### src/hwd_pkg.sv
// hwd_pkg: constants and types for the hardware watchdog with reset-out
// assumes: one oscillator clock, sfr writes presented as one-cycle strobes
package hwd_pkg;
	localparam logic [7:0]  HWD_RESTART_ADDR = 8'ha6;
	localparam logic [7:0]  HWD_KEY_FIRST    = 8'h1e;
	localparam logic [7:0]  HWD_KEY_SECOND   = 8'he1;
	localparam int          HWD_CNT_W        = 14;
	localparam logic [13:0] HWD_CNT_LIMIT    = 14'h3fff;
	localparam logic [13:0] HWD_CNT_RESET    = 14'h0000;
	localparam int          HWD_MC_FAST      = 6;
	localparam int          HWD_MC_SLOW      = 12;
	localparam int          HWD_PULSE_FAST   = 98;
	localparam int          HWD_PULSE_SLOW   = 196;
	localparam int          HWD_PULSE_W      = 8;
	localparam int          HWD_MC_W         = 4;

	typedef enum logic [1:0] {
		HWD_IDLE  = 2'b00,
		HWD_KEYED = 2'b01
	} hwd_seq_e;

	typedef struct packed {
		logic       wr;
		logic [7:0] addr;
		logic [7:0] data;
	} hwd_sfr_wr_s;
endpackage

### src/hwd_mc_tick.sv
// hwd_mc_tick: machine-cycle enable from the oscillator clock
// assumes: mode select is static between resets
`timescale 1ns/1ps
module hwd_mc_tick
	import hwd_pkg::*;
#(
	// divider sizing
	parameter int MC_W    = HWD_MC_W,
	parameter int MC_FAST = HWD_MC_FAST,
	parameter int MC_SLOW = HWD_MC_SLOW
)
(
	// clock and reset
	input  wire logic core_clk,
	input  wire logic reset,
	// mode and tick
	input  wire logic mode_12clk,
	output logic      mc_tick
);
	logic [MC_W-1:0] div_reg;
	logic [MC_W-1:0] div_next;
	wire  [MC_W-1:0] div_last = mode_12clk ? MC_W'(MC_SLOW - 1)
	                                       : MC_W'(MC_FAST - 1);
	wire                 wrap     = (div_reg >= div_last);

	assign div_next = wrap ? '0 : div_reg + 1'b1;
	assign mc_tick  = wrap;

	always_ff @(posedge core_clk) begin
		if (reset) begin
			div_reg <= '0;
		end else begin
			div_reg <= div_next;
		end
	end
endmodule

### src/hwd_watchdog.sv
// hwd_watchdog: one-time-enabled watchdog with restart key and reset-out pulse
// assumes: cpu sfr writes arrive as one-cycle strobes on core_clk; reads of the
// restart address are answered elsewhere with no watchdog state.
// Operation
// - watchdog timing comes only from a 14-bit counter
// - after any reset the watchdog is off and does not count
// - writing 1e then e1 to address a6 arms the watchdog
// - armed counter advances once each machine cycle
// - once armed only reset or overflow disarms it
// - each completed 1e,e1 pair clears the counter while armed
// - reaching 3fff is overflow and resets the whole device
// - overflow drives high reset pulse: 98 or 196 oscillator periods
// - restart register is write only, reads expose nothing
// - counter cannot be read or loaded by software
`timescale 1ns/1ps
module hwd_watchdog
	import hwd_pkg::*;
#(
	// counter sizing
	parameter int               CNT_W      = HWD_CNT_W,
	parameter logic [CNT_W-1:0] CNT_LIMIT  = CNT_W'(HWD_CNT_LIMIT),
	// machine-cycle length in oscillator clocks
	parameter int               MC_FAST    = HWD_MC_FAST,
	parameter int               MC_SLOW    = HWD_MC_SLOW,
	// reset-out pulse length in oscillator clocks
	parameter int               PULSE_W    = HWD_PULSE_W,
	parameter int               PULSE_FAST = HWD_PULSE_FAST,
	parameter int               PULSE_SLOW = HWD_PULSE_SLOW
)
(
	// clock and reset
	input  wire logic        core_clk,
	input  wire logic        reset,
	// configuration
	input  wire logic        mode_12clk,
	// sfr write port
	input  wire hwd_sfr_wr_s sfr_wr,
	// status and reset-out
	output logic             wd_armed,
	output logic             wd_reset_req,
	output logic             rst_pin_out,
	output logic             rst_pin_oe
);
	// key sequence and arming
	hwd_seq_e           seq_reg;
	hwd_seq_e           seq_next;
	logic               armed_reg;
	logic               armed_next;
	// timing elements
	logic [CNT_W-1:0]   cnt_reg;
	logic [CNT_W-1:0]   cnt_next;
	logic [PULSE_W-1:0] pulse_reg;
	logic [PULSE_W-1:0] pulse_next;
	// registered outputs and tick
	logic               req_reg;
	logic               req_next;
	logic               pin_reg;
	logic               pin_next;
	logic               mc_tick;

	// a write strobe aimed at the restart register
	function automatic logic f_restart_hit(input hwd_sfr_wr_s wr);
		return wr.wr && (wr.addr == HWD_RESTART_ADDR);
	endfunction

	// a restart write carrying the given key byte
	function automatic logic f_key_is(input hwd_sfr_wr_s wr, input logic [7:0] key);
		return f_restart_hit(wr) && (wr.data == key);
	endfunction

	// pulse timer still running
	function automatic logic f_pulse_active(input logic [PULSE_W-1:0] count);
		return count != '0;
	endfunction

	// pulse length for the selected machine-cycle mode
	function automatic logic [PULSE_W-1:0] f_pulse_len(input logic slow);
		return slow ? PULSE_W'(PULSE_SLOW) : PULSE_W'(PULSE_FAST);
	endfunction

	// key state after one restart write; a repeated first key re-keys
	function automatic hwd_seq_e f_seq_step(input hwd_seq_e state, input logic [7:0] data);
		hwd_seq_e step;
		step = HWD_IDLE;
		unique case (state)
			HWD_IDLE: begin
				if (data == HWD_KEY_FIRST) begin
					step = HWD_KEYED;
				end else begin
					step = HWD_IDLE;
				end
			end
			HWD_KEYED: begin
				if (data == HWD_KEY_FIRST) begin
					step = HWD_KEYED;
				end else begin
					step = HWD_IDLE;
				end
			end
			default: begin
				step = HWD_IDLE;
			end
		endcase
		return step;
	endfunction

	// counter step: held clear while off, on service and on overflow
	function automatic logic [CNT_W-1:0] f_cnt_step(input logic [CNT_W-1:0] count,
	                                                input logic             clear,
	                                                input logic             tick);
		logic [CNT_W-1:0] step;
		step = count;
		if (clear) begin
			step = CNT_W'(HWD_CNT_RESET);
		end else if (tick) begin
			step = count + 1'b1;
		end
		return step;
	endfunction

	// divider runs from reset, so the first tick after a service lands within one machine cycle (6 or 12 clocks)
	hwd_mc_tick #(
		.MC_W    (HWD_MC_W),
		.MC_FAST (MC_FAST),
		.MC_SLOW (MC_SLOW)
	) u_tick (
		.core_clk   (core_clk),
		.reset      (reset),
		.mode_12clk (mode_12clk),
		.mc_tick    (mc_tick)
	);

	// only writes are decoded; nothing here drives read data
	wire               hit       = f_restart_hit(sfr_wr);
	wire               key_done  = f_key_is(sfr_wr, HWD_KEY_SECOND) && (seq_reg == HWD_KEYED);
	wire               overflow  = armed_reg && (cnt_reg == CNT_LIMIT);
	wire               cnt_clear = !armed_reg || key_done || overflow;
	wire               pulse_on  = f_pulse_active(pulse_reg);
	wire [PULSE_W-1:0] pulse_len = f_pulse_len(mode_12clk);

	// writes to other addresses leave a pending first key alone
	assign seq_next   = hit ? f_seq_step(seq_reg, sfr_wr.data) : seq_reg;
	// no path clears the armed flag except reset and overflow
	assign armed_next = (armed_reg || key_done) && !overflow;
	// a pair landing on the overflow cycle loses: the device is going down anyway
	assign req_next   = overflow;
	assign cnt_next   = f_cnt_step(cnt_reg, cnt_clear, mc_tick);

	// pulse counted in oscillator clocks, not machine cycles
	always_comb begin
		pulse_next = pulse_reg;
		if (overflow) begin
			pulse_next = pulse_len;
		end else if (pulse_on) begin
			pulse_next = pulse_reg - 1'b1;
		end
	end

	// pin level taken from the next count so it rises with the request
	assign pin_next = f_pulse_active(pulse_next);

	// key state
	always_ff @(posedge core_clk) begin
		if (reset) begin
			seq_reg <= HWD_IDLE;
		end else begin
			seq_reg <= seq_next;
		end
	end

	// arming flag: off after any reset
	always_ff @(posedge core_clk) begin
		if (reset) begin
			armed_reg <= 1'b0;
		end else begin
			armed_reg <= armed_next;
		end
	end

	// watchdog counter
	always_ff @(posedge core_clk) begin
		if (reset) begin
			cnt_reg <= CNT_W'(HWD_CNT_RESET);
		end else begin
			cnt_reg <= cnt_next;
		end
	end

	// pulse timer
	always_ff @(posedge core_clk) begin
		if (reset) begin
			pulse_reg <= '0;
		end else begin
			pulse_reg <= pulse_next;
		end
	end

	// one-cycle device reset request
	always_ff @(posedge core_clk) begin
		if (reset) begin
			req_reg <= 1'b0;
		end else begin
			req_reg <= req_next;
		end
	end

	// pin drive level
	always_ff @(posedge core_clk) begin
		if (reset) begin
			pin_reg <= 1'b0;
		end else begin
			pin_reg <= pin_next;
		end
	end

	// a sync reset mid-pulse cuts it short, so the pin must not be looped
	// straight back to this block's reset input
	assign wd_armed     = armed_reg;
	assign wd_reset_req = req_reg;
	assign rst_pin_out  = pin_reg;
	assign rst_pin_oe   = pin_reg;
endmodule

### config.mk
export PLATFORM = sky130hd
export DESIGN_NAME = hwd_watchdog
export DESIGN_NICKNAME = d
export VERILOG_FILES = /design/src/hwd_pkg.sv /design/src/hwd_mc_tick.sv /design/src/hwd_watchdog.sv
export SDC_FILE = /design/constraint.sdc
export NUM_CORES = 1
export LEC_CHECK = 0
export BUFFER_PORTS_ARGS = -buffer_cell sky130_fd_sc_hd__buf_4
export CORE_ASPECT_RATIO = 0.75
export CORE_UTILIZATION = 55
export DETAILED_ROUTE_END_ITERATION = 8
export PLACE_DENSITY = 0.77
export SYNTH_ARGS = -nofsm -noshare
export SYNTH_HDL_FRONTEND = slang
export SYNTH_SLANG_ARGS = --single-unit
### constraint.sdc
create_clock -name core_clk -period 3.19 [get_ports core_clk]
set_input_delay 0.319 -clock core_clk [delete_from_list [all_inputs] [get_ports core_clk]]
set_output_delay 0.319 -clock core_clk [all_outputs]
set_load 0.01 [all_outputs]
# After elaboration in Yosys (flattened, before gate mapping)
# Index checks and enable logic that the tools add are counted.
totals:
  input_bits: 20
  ff_bits: 31
  output_inout_bits: 4
  word_cells: 38
op_classes:
  n_eq_ne: 5
  reduce_logical: 16
  muxes: 6
  n_addsub: 3
  order_cmp: 1
ops:
  columns: ["cell", "n"]
  rows:
  - ["$mux W8", 3]
  - ["$eq A8 B8 Y1 const B", 2]
  - ["$reduce_bool A8 Y1", 2]
  - ["$add A14 B1 Y14 const B", 1]
  - ["$eq A14 B14 Y1 const B", 1]
  - ["$eq A8 B5 Y1 const B", 1]
  - ["$sub A8 B1 Y8 const B", 1]
  - ["$reduce_or A2 Y1", 3]
  - ["$logic_and A1 B1 Y1", 5]
  - ["$add A4 B1 Y4 const B", 1]
  - ["$ge A4 B4 Y1", 1]
  - ["$mux W4", 1]
  - ["$logic_or A1 B1 Y1", 3]
  - ["$eq A2 B1 Y1 const B", 1]
  - ["$logic_not A1 Y1", 2]
  - ["$logic_not A2 Y1", 1]
  - ["$mux W2", 1]
  - ["$mux W1", 1]

# Longest topological paths before layout
depth:
  word_depth: 7
  ltp_mapped: 8
  mapped_depth_nobuf: 6

# Modules after synthesis
# A second synthesis with hierarchy kept.
unflattened:
  cells_unflattened: 176
  hier_area_um2: 1581.5
by_module_without_submodules:
  columns: ["module", "area_each_um2", "instances", "cells_per_inst"]
  rows:
  - ["hwd_watchdog", 1363.8, 1, 153]
  - ["hwd_mc_tick", 217.7, 1, 23]

# Worst setup path after synthesis
# Ideal clock, no wire load.
synth_timing:
  kind: "input port to flip-flop"
  startpoint: "input mode_12clk"
  endpoint: "register cnt_reg[8]"
  t_arrival_ps: 1723
  required_time_ps: 3104
  path_slack_ps: 1381
  setup_ps: 86
  path_stages: 7
  cell_sequence: "inv_1 -> ha_1 -> nand2_1 -> o21a_1 -> buf_2 -> or4_1 -> a211oi_1"
synth_between:
  elab_chain_len: 2
synth_lines:
  columns: ["element", "line", "source"]
  rows:
  - ["start: declaration", "hwd_watchdog.sv:35", "input wire logic mode_12clk,"]
  - ["$mux W4", "hwd_mc_tick.sv:22", "wire [MC_W-1:0] div_last = mode_12clk ? MC_W'(MC_SLOW - 1)"]
  - ["$ge A4 B4 Y1", "hwd_mc_tick.sv:24", "wire wrap = (div_reg >= div_last);"]
  - ["end signal: assignment", "hwd_watchdog.sv:183", "cnt_reg <= CNT_W'(HWD_CNT_RESET);"]
  - ["end signal: assignment", "hwd_watchdog.sv:185", "cnt_reg <= cnt_next;"]
  - ["end: declaration", "hwd_watchdog.sv:50", "logic [CNT_W-1:0] cnt_reg;"]
# No other way between the ends.
# A chain may end at the register's enable or synchronous reset.

# Worst setup path in the final report
layout_timing:
  startpoint: "register cnt_reg[0]"
  endpoint: "register pulse_reg[3]"
layout_between:
  elab_chain_len: 3
layout_lines:
  columns: ["element", "line", "source"]
  rows:
  - ["$eq A14 B14 Y1", "hwd_watchdog.sv:136", "wire overflow = armed_reg && (cnt_reg == CNT_LIMIT);"]
  - ["$logic_and A1 B1 Y1", "hwd_watchdog.sv:136", null]
  - ["$mux W8", "hwd_watchdog.sv:152", "if (overflow) begin"]
  - ["end signal: assignment", "hwd_watchdog.sv:194", "pulse_reg <= pulse_next;"]
  - ["end: declaration", "hwd_watchdog.sv:52", "logic [PULSE_W-1:0] pulse_reg;"]
# No other way between the ends.

==> impl_summary.md <==
GRT
The number of global-route vias before repair is 1,419. The overall global routing resource usage is 25.4%. The layer flagged by global routing as most heavily used is met2. The total grt overflow is 0. The met3 track demand over resource in global routing is 6.71%. The first-pass GRT wire length is 6260 µm. The largest net degree at the start of global routing is 23. The met1 capacity usage during global routing is 34.8%. The global routing met2 resource utilization is 37.6%. The initial antenna violation count is 0.

Die
The number of standard-cell rows in the floorplan is 16. The initial utilization of the core area, before any placement, comes to 60.9%. The placeable core area is 2740 µm². The y dimension of the die is 49.7 µm. 24 I/O pins were placed. The horizontal die dimension is 65.6 µm.

The floorplan step defined a die boundary enclosing 3260 µm².

STA
Setup repair after global routing left no endpoint under its margin. Summed over all failing endpoints, the final setup total negative slack is 0 ps. The max-slew violation total from the final report is 0. The final hold slack is 307 ps. The clock tree skew after final layout is 6.27 ps.

The final cycle utilization of the critical path is 70.2%. For the pin with the worst max-slew slack, the measured transition is 1100 ps. The number of hold violations in the final report is 0. Based on the critical path, the design can be clocked at up to 447 MHz. For the finished layout, the period the worst path requires is 2240 ps. Headroom to the max-slew limit came out at 26.2%. The final-report setup violation count is 0.

Final layout
The flip-flop count of the largest register, all copies and words added is 14. The filler cell count in the final layout is 210. The share of final-layout standard cells stronger than drive strength 1 is 20.9%. The finished layout cell area is 1940 µm². The area added between synthesis and finish is 16.2%. 0 antenna diodes ended up in the layout. The net count of the finished layout is 234.

Synth
When the netlist entered floorplanning its net count stood at 210. The synthesized design contains 30 register bits. For this run, the number of Yosys warnings is 0. The post-synthesis cell count is 183. The post-synthesis area per instance is 9.12 µm².

The top cell type by total area after synthesis is sky130_fd_sc_hd__dfxtp_1. The most used flip-flop cell after synthesis is sky130_fd_sc_hd__dfxtp_1. The distinct cell type count after synthesis is 52.

The area of the mapped netlist is 1670 µm². After synthesis, the cell types taking the most area are sky130_fd_sc_hd__dfxtp_1, sky130_fd_sc_hd__ha_1, sky130_fd_sc_hd__a211oi_1. After synthesis, the share of flip-flops with an asynchronous set or reset is 0%. The number of flops mapped to enable cells by yosys is 0.

The proportion of synthesized chip area in sequential cells is 36.0%. The proportion of netlist area held by the largest area contributor is 36.0%.

Setup path
In this design, the stage delay of the slowest critical-path cell is 770 ps. The arrival time at the worst endpoint is 2390 ps. The category of the worst setup path launch point is a flip-flop. The worst register-to-register path begins at cnt_reg[0]. The type of element capturing the critical path is a flip-flop. The number of buffers and inverters on the critical path is 0. The depth of the worst register-to-register path is 5. The data required time of the worst path is 3340 ps. The family of cells with the greatest summed delay on the critical path is simple AND/OR/NAND/NOR gates. The signal on the critical path passes through ha_1 -> nand3_1 -> nor4_2 -> or2_2 -> nor3_1.

The critical path startpoint is cnt_reg[0]. The maximum net fanout on the critical path is 9. The instance count on the critical path is 5. The critical path in this run is classified as reg -> reg.

The largest individual stage delay along the critical path comes from the cell sky130_fd_sc_hd__nor4_2.

Clock network
The post-cts resize count is 0. The clock slew seen by the registers of the worst setup and hold paths is 60 ps. The largest buffer count on any clock path is 2. TritonCTS created 5 clock buffers. The total number of H-tree levels is 2. Buffers added to address setup during post-CTS repair amount to 0. The TritonCTS clock tree is yes. At the later pin of the worst-skew pair, clock insertion delay measures 280 ps. The total clock sinks is 30. The tree is rooted in a sky130_fd_sc_hd__clkbuf_8. The number of hold buffers added after CTS was 0.

Placed design
Buffers placed on the I/O ports in this run total 23. The congestion estimate from routability-driven global placement came to 0.888. Summing all placed instances gives a cell area of 1860 µm². The HPWL after detailed placement is 2720 µm.

Power
The leakage power is 0.000708 µW. Power spread over the standard cell area amounts to 645 nW/µm². The worst-case IR drop observed on VDD is 0.362 mV.

Detailed routing
The routed wire length per instance is 15.5 µm. The detailed-routing iteration count for the pre-antenna-repair pass is 5. Across all layers, the routed design uses 1,553 vias.

For this block, the initial DRC count from the detailed router was 107. Wires add up to 3750 µm. The number of vias per cell after detailed routing is 6.42. For this run, design rule violations remaining after detail routing come to 0. The detail route stage leaves a number of antenna-violating nets equal to 0.

Min path
The worst hold path startpoint is reset. The hold-critical path depth is 2. The worst min-delay path class is in -> reg.

Outcome
The run finished with clean final reports.

Job
The number of max-cap violations is 0.
-- layout make-up --
type / count / area (µm²) / area share [%]
Multi-Input combinational cell: 138 / 1000 / 51.8
Sequential cell: 30 / 601 / 31.0
Timing Repair Buffer: 23 / 173 / 8.90
Clock buffer: 6 / 82.6 / 4.26
Tap cell: 36 / 45.0 / 2.32
Inverter: 9 / 33.8 / 1.74
-- worst paths after layout --
| path | endpoint | slack [ps] |
|---|---|---|
| max | pulse_reg[3] | 950 |
| min | pulse_reg[6] | 310 |
| max reg2reg | pulse_reg[3] | 950 |
| min reg2reg | cnt_reg[9] | 510 |
-- layer usage --
| layer | vias up | part of all wire, % |
|---|---|---|
| li1 | 754 | - |
| met1 | 728 | 48 |
| met2 | 67 | 44 |
| met3 | 4 | 7.4 |
| met4 | 0 | 0.67 |
| met5 | - | 0 |
-- report_power, final --
part           total [µW]  switching [µW]  internal, µW  leakage (µW)
Clock                 299             133           166     0.0000431
Combinational         461             223           238      0.000421
Sequential            491            60.1           431      0.000244
Total                1250             416           834      0.000708
-- logic make-up after synthesis --
| kind of cell | after synthesis | share of synthesized area (%) |
|---|---|---|
| AOI/OAI and AO/OA | 41 | 18.0 |
| xor gates and xnor gates | 8 | 4.20 |
| and+or+nand+nor | 77 | 29.5 |
| buffers and inverters | 15 | 3.82 |
| adders and majority gates | 7 | 5.25 |
| muxes | 5 | 3.22 |
| DFF | 30 | 36.0 |
-- through the flow --
stage	power [µW]	worst slack, ps	instances	util, %
after floorplan	852	1380	183	-
after global placement	936	1120	236	67.7
after detailed placement	952	979	236	67.7
after CTS	1250	1040	242	70.7
after global routing	1330	830	242	70.7
final	1250	952	242	70.7
-- worst register-to-register path: stages, from the launching register on --
cell	delay [ps]
sky130_fd_sc_hd__dfxtp_1	430
sky130_fd_sc_hd__ha_1	250
sky130_fd_sc_hd__nand3_1	320
sky130_fd_sc_hd__nor4_2	770
sky130_fd_sc_hd__or2_2	290
sky130_fd_sc_hd__nor3_1	60
-- synthesized netlist by cell type, drive strengths merged (2+ instances only) --
cell type and count:
dfxtp 30, nand3 12, a211oi 11, nor3 11
inv 9, or4 8, ha 7, nor2 7
o31ai 7, a21oi 6, or3 6, nand2 5
nand4 5, o21ai 5, xnor2 5, and3 4
buf 4, nor4 4, mux2 3, o21a 3
or2 3, xor2 3, a31oi 2, and4 2
clkbuf 2, mux2i 2, nand2b 2, nor3b 2
-- cell usage in the layout (no fill, tap or decap), drive strengths merged, types with 4 or more instances in the layout --
cell type | synthesis | routed
dfxtp | 30 | 30
buf | 4 | 23
nand3 | 12 | 12
a211oi | 11 | 11
nor3 | 11 | 11
inv | 9 | 9
or4 | 8 | 8
nor2 | 7 | 7
o31ai | 7 | 7
ha | 7 | 7
a21oi | 6 | 6
or3 | 6 | 6
clkbuf | 2 | 6
nand2 | 5 | 5
xnor2 | 5 | 5
nand4 | 5 | 5
o21ai | 5 | 5
and3 | 4 | 4
nor4 | 4 | 4
Note: power is estimated with default switching activity, not from simulation.
